`src/shared/spm_pkg.sv`:
```
// Constants for the setpoint and output-mode logic of a counter/timer.
// Assumes a 20 MHz system clock and an APB master with 32-bit data.
// Overview of operation
// Setpoint output logic works in every function except frequency/tachometer.
// Output-function code zero selects the first manual-reset mode.
// Output one turns on at first setpoint; zero pulse time holds it.
// Nonzero output-one pulse time turns output one off after that time.
// Mode one upcount: output two at second setpoint, count continues.
// Mode one downcount: output two at zero, count continues below.
// Direction bit one selects downcount; zero becomes terminal value.
// Mode two upcount: output two on, count frozen until manual reset.
// Mode two downcount: output two on, stop at zero until reset.
// Mode three: output two at terminal, counting continues, pulse honoured.
// Honoured nonzero output-two pulse time releases output two.
// Releasing output two by its timer also releases output one.
// Zero output-one time holds until manual reset or output two release.
// Auto-reset upcount: at second setpoint set output two, clear count.
// Auto-reset downcount: at zero set output two, reload second setpoint.
// Counter/totalizer manual modes add count to total on manual reset.
// Counter/totalizer auto mode adds count to total at each auto reset.
// Auto-reset needs nonzero output-two pulse time, else no auto reset.
// Compare on every count update; pulse times counted in millisecond ticks.
// Power-on clears count and timers; outputs off until valid code loaded.
package spm_pkg;
    localparam int CNT_W = 32;
    localparam int PT_W = 16;
    localparam int CLK_HZ = 20_000_000;
    localparam int TICK_MS = 1;
    localparam int MS_CYC = CLK_HZ / 1000 * TICK_MS;

    localparam logic [7:0] A_CTRL = 8'h00;
    localparam logic [7:0] A_SP1 = 8'h04;
    localparam logic [7:0] A_SP2 = 8'h08;
    localparam logic [7:0] A_PT1 = 8'h0c;
    localparam logic [7:0] A_PT2 = 8'h10;
    localparam logic [7:0] A_COUNT = 8'h14;
    localparam logic [7:0] A_TOTAL = 8'h18;
    localparam logic [7:0] A_STAT = 8'h1c;

    localparam int CTRL_MODE_LSB = 0;
    localparam int CTRL_DIR_BIT = 3;
    localparam int CTRL_FUNC_LSB = 4;

    localparam logic [2:0] MODE_MR1 = 3'h0;
    localparam logic [2:0] MODE_MR2 = 3'h1;
    localparam logic [2:0] MODE_MR3 = 3'h2;
    localparam logic [2:0] MODE_AR1 = 3'h3;

    localparam logic [1:0] FN_COUNTER = 2'h0;
    localparam logic [1:0] FN_TOTAL = 2'h1;
    localparam logic [1:0] FN_TIMER = 2'h2;
    localparam logic [1:0] FN_TACH = 2'h3;
endpackage

```
`src/logic/spm_core.sv`:
```
// Setpoint comparison, output control and totalizing with APB registers.
// Assumes count_step is a one-cycle pulse and man_rst a synchronous level.
`timescale 1ns/1ps
module spm_core #(
    parameter int MS_CYCLES = spm_pkg::MS_CYC
) (
    input wire logic sys_clk,
    input wire logic rst,
    input wire logic psel,
    input wire logic penable,
    input wire logic pwrite,
    input wire logic [7:0] paddr,
    input wire logic [31:0] pwdata,
    output logic [31:0] prdata,
    output logic pready,
    output logic pslverr,
    input wire logic count_step,
    input wire logic man_rst,
    output logic out1,
    output logic out2
);
    logic [2:0] mode_r;
    logic down_r;
    logic [1:0] func_r;
    logic cfg_valid_r;
    logic [spm_pkg::CNT_W-1:0] sp1_r;
    logic [spm_pkg::CNT_W-1:0] sp2_r;
    logic [spm_pkg::PT_W-1:0] pt1_r;
    logic [spm_pkg::PT_W-1:0] pt2_r;
    logic [spm_pkg::CNT_W-1:0] count_r;
    logic [spm_pkg::CNT_W-1:0] total_r;
    logic out1_r;
    logic out2_r;
    logic halted_r;
    logic mr_prev_r;
    logic [31:0] div_r;
    logic [31:0] prdata_r;
    logic pslverr_r;

    logic tick;
    logic act;
    logic manual;
    logic tot_en;
    logic step;
    logic man_rise;
    logic [spm_pkg::CNT_W-1:0] cnt_step;
    logic [spm_pkg::CNT_W-1:0] term;
    logic [spm_pkg::CNT_W-1:0] start_val;
    logic hit1;
    logic hit2;
    logic auto_rel;
    logic hon2;
    logic t1_done;
    logic t2_done;
    logic rel2;
    logic t_clr;
    logic wr_en;
    logic setup;
    logic mapped;

    // APB slave: zero wait states, read data captured in the setup cycle
    assign setup = psel && !penable;
    assign wr_en = psel && penable && pwrite;
    assign pready = 1'b1;
    assign prdata = prdata_r;
    assign pslverr = pslverr_r;
    assign mapped = (paddr == spm_pkg::A_CTRL) || (paddr == spm_pkg::A_SP1) ||
                    (paddr == spm_pkg::A_SP2) || (paddr == spm_pkg::A_PT1) ||
                    (paddr == spm_pkg::A_PT2) || (paddr == spm_pkg::A_COUNT) ||
                    (paddr == spm_pkg::A_TOTAL) || (paddr == spm_pkg::A_STAT);

    always_ff @(posedge sys_clk or posedge rst) begin
        if (rst) begin
            prdata_r <= '0;
            pslverr_r <= 1'b0;
        end else if (setup) begin
            pslverr_r <= !mapped;
            case (paddr)
                spm_pkg::A_CTRL: prdata_r <= {26'h0, func_r, down_r, mode_r};
                spm_pkg::A_SP1: prdata_r <= sp1_r;
                spm_pkg::A_SP2: prdata_r <= sp2_r;
                spm_pkg::A_PT1: prdata_r <= {16'h0, pt1_r};
                spm_pkg::A_PT2: prdata_r <= {16'h0, pt2_r};
                spm_pkg::A_COUNT: prdata_r <= count_r;
                spm_pkg::A_TOTAL: prdata_r <= total_r;
                spm_pkg::A_STAT: prdata_r <= {28'h0, cfg_valid_r, halted_r, out2_r, out1_r};
                default: prdata_r <= '0;
            endcase
        end
    end

    // Configuration registers; a code outside the defined modes disarms the outputs
    always_ff @(posedge sys_clk or posedge rst) begin
        if (rst) begin
            mode_r <= spm_pkg::MODE_MR1;
            down_r <= 1'b0;
            func_r <= spm_pkg::FN_COUNTER;
            cfg_valid_r <= 1'b0;
            sp1_r <= '0;
            sp2_r <= '0;
            pt1_r <= '0;
            pt2_r <= '0;
        end else if (wr_en) begin
            case (paddr)
                spm_pkg::A_CTRL: begin
                    mode_r <= pwdata[spm_pkg::CTRL_MODE_LSB +: 3];
                    down_r <= pwdata[spm_pkg::CTRL_DIR_BIT];
                    func_r <= pwdata[spm_pkg::CTRL_FUNC_LSB +: 2];
                    cfg_valid_r <= (pwdata[spm_pkg::CTRL_MODE_LSB +: 3] <= spm_pkg::MODE_AR1);
                end
                spm_pkg::A_SP1: sp1_r <= pwdata;
                spm_pkg::A_SP2: sp2_r <= pwdata;
                spm_pkg::A_PT1: pt1_r <= pwdata[spm_pkg::PT_W-1:0];
                spm_pkg::A_PT2: pt2_r <= pwdata[spm_pkg::PT_W-1:0];
                default: ;
            endcase
        end
    end

    // Millisecond tick for the pulse timers
    assign tick = (div_r == 32'(MS_CYCLES - 1));
    always_ff @(posedge sys_clk or posedge rst) begin
        if (rst) begin
            div_r <= '0;
        end else if (tick) begin
            div_r <= '0;
        end else begin
            div_r <= div_r + 1'b1;
        end
    end

    // Comparison on every count update
    assign act = cfg_valid_r && (func_r != spm_pkg::FN_TACH);
    assign manual = (mode_r != spm_pkg::MODE_AR1);
    assign tot_en = (func_r == spm_pkg::FN_COUNTER) || (func_r == spm_pkg::FN_TOTAL);
    assign step = act && count_step && !halted_r && !man_rst;
    assign man_rise = man_rst && !mr_prev_r;
    assign cnt_step = down_r ? count_r - 1'b1 : count_r + 1'b1;
    assign term = down_r ? '0 : sp2_r;
    assign start_val = down_r ? sp2_r : '0;
    assign hit1 = step && (cnt_step == sp1_r);
    assign hit2 = step && (cnt_step == term);
    assign auto_rel = (mode_r == spm_pkg::MODE_AR1) && (pt2_r != '0);
    assign hon2 = (mode_r == spm_pkg::MODE_MR3) || (mode_r == spm_pkg::MODE_AR1);
    assign rel2 = t2_done && out2_r;
    assign t_clr = !act || man_rst;

    spm_pulse_timer u_t1 (
        .sys_clk(sys_clk),
        .rst(rst),
        .start(hit1 && (pt1_r != '0)),
        .clear(t_clr || (rel2 && !hit1)),
        .tick(tick),
        .len(pt1_r),
        .done(t1_done),
        .busy()
    );

    spm_pulse_timer u_t2 (
        .sys_clk(sys_clk),
        .rst(rst),
        .start(hit2 && hon2 && (pt2_r != '0)),
        .clear(t_clr),
        .tick(tick),
        .len(pt2_r),
        .done(t2_done),
        .busy()
    );

    // Output one: set by first setpoint, cleared by its timer, manual reset or output two release
    always_ff @(posedge sys_clk or posedge rst) begin
        if (rst) begin
            out1_r <= 1'b0;
        end else if (!act || man_rst) begin
            out1_r <= 1'b0;
        end else if (hit1) begin
            out1_r <= 1'b1;
        end else if (rel2) begin
            out1_r <= 1'b0;
        end else if (t1_done) begin
            out1_r <= 1'b0;
        end
    end

    // Output two: set at the terminal value, released by an honoured pulse time or manual reset
    always_ff @(posedge sys_clk or posedge rst) begin
        if (rst) begin
            out2_r <= 1'b0;
        end else if (!act || man_rst) begin
            out2_r <= 1'b0;
        end else if (hit2) begin
            out2_r <= 1'b1;
        end else if (rel2) begin
            out2_r <= 1'b0;
        end
    end

    // Count register with freeze, manual restart and automatic clear or reload
    always_ff @(posedge sys_clk or posedge rst) begin
        if (rst) begin
            count_r <= '0;
            halted_r <= 1'b0;
            mr_prev_r <= 1'b0;
        end else begin
            mr_prev_r <= man_rst;
            if (man_rst) begin
                count_r <= start_val;
                halted_r <= 1'b0;
            end else if (hit2 && auto_rel) begin
                count_r <= start_val;
            end else if (step) begin
                count_r <= cnt_step;
                if (hit2 && (mode_r == spm_pkg::MODE_MR2)) begin
                    halted_r <= 1'b1;
                end
            end
        end
    end

    // Running total for counter and totalizer functions
    always_ff @(posedge sys_clk or posedge rst) begin
        if (rst) begin
            total_r <= '0;
        end else if (act && tot_en && manual && man_rise) begin
            total_r <= total_r + count_r;
        end else if (tot_en && hit2 && auto_rel) begin
            total_r <= total_r + cnt_step;
        end
    end

    assign out1 = out1_r;
    assign out2 = out2_r;
endmodule

```
`src/logic/spm_pulse_timer.sv`:
```
// Millisecond pulse timer used for the output pulse times.
// Assumes a one-cycle millisecond tick from the owner's divider.
`timescale 1ns/1ps
module spm_pulse_timer (
    input wire logic sys_clk,
    input wire logic rst,
    input wire logic start,
    input wire logic clear,
    input wire logic tick,
    input wire logic [spm_pkg::PT_W-1:0] len,
    output logic done,
    output logic busy
);
    logic [spm_pkg::PT_W-1:0] cnt_r;
    logic busy_r;

    assign busy = busy_r;
    assign done = busy_r && tick && !clear && !start && (cnt_r + 1'b1 == len);

    always_ff @(posedge sys_clk or posedge rst) begin
        if (rst) begin
            busy_r <= 1'b0;
            cnt_r <= '0;
        end else if (clear) begin
            busy_r <= 1'b0;
            cnt_r <= '0;
        end else if (start) begin
            busy_r <= 1'b1;
            cnt_r <= '0;
        end else if (done) begin
            busy_r <= 1'b0;
        end else if (busy_r && tick) begin
            cnt_r <= cnt_r + 1'b1;
        end
    end
endmodule

```
`config.mk`:
```
export PLATFORM = sky130hd
export DESIGN_NAME = spm_core
export DESIGN_NICKNAME = d
export VERILOG_FILES = /design/src/shared/spm_pkg.sv /design/src/logic/spm_core.sv /design/src/logic/spm_pulse_timer.sv
export SDC_FILE = /design/constraint.sdc
export NUM_CORES = 1
export LEC_CHECK = 0
export BUFFER_PORTS_ARGS = -buffer_cell sky130_fd_sc_hd__clkbuf_2
export CORE_MARGIN = 2
export CORE_UTILIZATION = 42
export CTS_CLUSTER_DIAMETER = 200
export CTS_CLUSTER_SIZE = 24
export DETAILED_ROUTE_END_ITERATION = 10
export GPL_TIMING_DRIVEN = 0
export PLACE_DENSITY = 0.69
export SLEW_MARGIN = 20
export SYNTH_ARGS = -nofsm -noshare
export SYNTH_HDL_FRONTEND = slang
export SYNTH_SLANG_ARGS = --single-unit
```
`constraint.sdc`:
```
create_clock -name sys_clk -period 11.6 [get_ports sys_clk]
set_clock_uncertainty 0.1 [all_clocks]
set_input_delay 1.74 -clock sys_clk [delete_from_list [all_inputs] [get_ports sys_clk]]
set_output_delay 1.74 -clock sys_clk [all_outputs]
set_load 0.02 [all_outputs]
```
==> results.toml <==
[logic_synthesis]
synth_xor_xnor_area_share_pct = 8.58
synthAdderAreaFrac_pct = 4.27
syn_nets = 2269
synth.cell_area_um2 = 19700
yosysSeqAreaShare_pct = 34.4
synthCells = 2156
synth-edff-count = 0
synth_simple_gate_area_share_pct = 18.4
async_flop_share_pct = 100
yosys_register_bits = 270
syn_area_per_cell_um2 = 9.12
synth-main-ff-cell = "dfrtp_1"
synthMuxAreaShare_pct = 8.99
yosysWarnings = 0
synth_compound_area_share_pct = 22.1
synth_top_family_by_area = "compound AO/OA/AOI/OAI gates"
synth.distinct_cells = 104

[timing]
setup_violations = 0
finalCritPeriodShare_pct = 63.9
finalHoldViolations = 0
slew_viol_final = 0
grt_setup_unrepaired = "no"
maxSlewHeadroom_pct = 21.0
layout_min_cycle_time_ns = 7.42
fmax_ghz = 0.135
setup_slack_ns = 4.18
worst_pin_slew_ns = 1.18

[pwr]
p_seq_share_pct = 56.9
p_sw_share_pct = 27.0
ir_drop_mv = 0.122
p_leak_nw = 9.63
p_clk_share_pct = 34.2
comb_power_share_pct = 8.9
powerDensity_nw_per_um2 = 79.9
switchingPower_uw = 459
p_int_mw = 1.25

[clocking]
cts.sinks = 270
cts_tree = "yes"
clk_latency_ns = 0.55
cts_root_buffer = "clkbuf_16"
hold_buffers = 0
cts_made_buffers = 15
clk_path_buf_depth = 3
cts_resized = 0
cts_setup_buffers = 0
clkTransAtPathRegs_ns = 0.10
htreeDepth = 1

[critical_path]
r2r-start = "down_r"
arrival_ns = 7.73
r2r_cells = 19
path_max_fanout = 10
required_ns = 11.91
regToRegEndpoint = "total_r[30]"
setup.worst_path.start_class = "input port"
crit_start = "man_rst"
crit_path_end_kind = "flop"
regToRegSetupSlack_ns = 4.89
critPathKind = "in -> reg"
critPathCapture = "total_r[30]"

[min_path]
hold_path_class = "reg -> reg"

[floorplanning]
ioPinCount = 83
die_w_um = 220
core-area_um2 = 46400
initial_core_util_pct = 42.4
rows = 79
floorplan.die_area_um2 = 48600
dieHeight_um = 220

[cells_and_area]
fin_area_um2 = 21300
final_core_util_pct = 46.0
antenna_cells_inserted = 0
area_delta_synth_final_pct = 8.50
num-fill-cells = 4460
nNetsFinal = 2370
mostFrequentLayoutCell = "dfrtp_1"
layout_common_cells = "dfrtp_1 (269), nand2_1 (202), a21oi_1 (148)"
drive_gt1_share_pct = 13.5

[placement]
globalplace.congestion = 1.00
dp_hpwl_um = 55000
port_buffers = 80
place_ws_ns = 3.94
placed_area_um2 = 20900

[drt]
wirelength_um = 70800
num_vias = 18500
viasPerCell = 6.44
wl_per_cell_um = 24.7
antenna_left = 0
drt_first_pass_iters = 6
first_iter_violations = 2355
route.detailed.drc = 0

[global_routing]
grt_pass1_vias = 17800
gr-total-overflow = 0
grt_first_pass_wirelength_um = 107000
grt_start_max_net_pins = 100
grtUsageTotal_pct = 29.0
antenna_found_initial = 3

[flow_run]
cap_violations = 0

[run_status]
status = "finished clean"
## state kept, by name (all words and copies together) (netlist names), 2 cells and up
signal	flops
count_r	32
div_r	32
func_r	2
mode_r	3
prdata	32
pt1_r	16
pt2_r	16
sp1_r	32
sp2_r	32
total_r	32
u_t1.cnt_r	16
u_t2.cnt_r	16
## power by group through the flow
stage          clock network [mW]  logic (mW)  registers [mW]
3_3_place_gp                    0       0.141           0.988
2_1_floorplan                   0      0.0959           0.980
6_report                    0.583       0.151           0.970
4_1_cts                     0.594       0.149           0.969
5_1_grt                     0.622       0.164           0.971
3_5_place_dp                    0       0.148           0.987
## critical path: stages
cell and delay (ns):
clkbuf_2 0.15, clkbuf_1 0.36, and4_1 0.25, buf_1 0.31, clkbuf_1 0.80, clkbuf_1 0.77
nand2_1 0.12, nand2_1 0.10, ha_1 0.26, a21oi_1 0.22, o21ai_0 0.24, a41o_1 0.34
a21o_1 0.26, a2111oi_0 0.58, o21ai_0 0.29, a31o_2 0.32, a211o_1 0.30, mux2i_1 0.19
a2bb2oi_1 0.09
## final cells by class
cell class                      instances  area (µm²)  area share [%]
Buffer                                117         538            2.52
Clock buffer                           16         379            1.78
Clock inverter                          2        28.8           0.135
Inverter                               27         109           0.510
Multi-Input combinational cell       1742       12300            57.6
Sequential cell                       270        6760            31.7
Tap cell                              607         759            3.56
Timing Repair Buffer                   84         483            2.26
## worst min path at each step
stage	end	slack, ns	start	depth (start not counted)
6_report	prdata[21]	0.39	prdata[21]	1
5_1_grt	prdata[29]	0.41	prdata[29]	1
4_1_cts	prdata[21]	0.39	prdata[21]	1
3_5_place_dp	prdata[21]	0.36	prdata[21]	1
3_3_place_gp	prdata[25]	0.36	prdata[25]	1
2_1_floorplan	div_r[0]	0.35	div_r[0]	1
## per-stage QoR
step	setup TNS (ns)	hold WS (ns)	power (mW)	std cells
6_report	0	0.385	1.70	2865
5_1_grt	0	0.406	1.76	2865
4_1_cts	0	0.389	1.71	2865
3_5_place_dp	0	0.364	1.14	2847
3_3_place_gp	-203.83	0.362	1.13	2843
2_1_floorplan	0	0.355	1.08	2156
## synth_stat cells, drive strengths merged (9+ instances only)
master,instances,area (µm²)
mux2,130,1540
nor3,46,240
or2,9,58.8
nor3b,11,82.6
a221o,10,100
a31oi,18,119
dfrtp,270,6760
a211oi,17,138
a222oi,20,200
o21ai,129,657
a21o,70,526
o2111ai,11,126
nand3b,12,90.1
nor2b,19,119
and3,33,206
o21a,25,188
a211o,12,105
a22oi,24,185
nor2,135,507
o31ai,42,329
inv,26,97.6
xnor2,123,1080
and2,22,138
nand3,76,385
a21oi,153,792
mux2i,23,230
buf,39,244
o211ai,14,105
xor2,56,498
and4,16,143
ha,64,801
nand2b,12,75.1
or3,19,120
o21bai,9,67.6
nand4,28,175
nor4,34,258
nand2,204,771
clkbuf,78,294
nand4b,11,96.3
a2111oi,9,86.3
## per-layer routing
layer  vias to the layer above  track usage [%]  share of wire (%)
met4                         4             16.2                6.2
met3                       231             4.63                9.3
li1                       8260                -                  -
met5                         -                0              0.038
met1                      9025             38.3                 40
met2                       936             45.4                 44
## cells by family after synthesis
family	after synthesis
simple gates	705
compound gates	633
flops	270
xor+xnor	184
mux	153
buf+inv	144
fa+ha+maj	66
other cells	1
No activity file was read; power rests on OpenSTA's default activity.
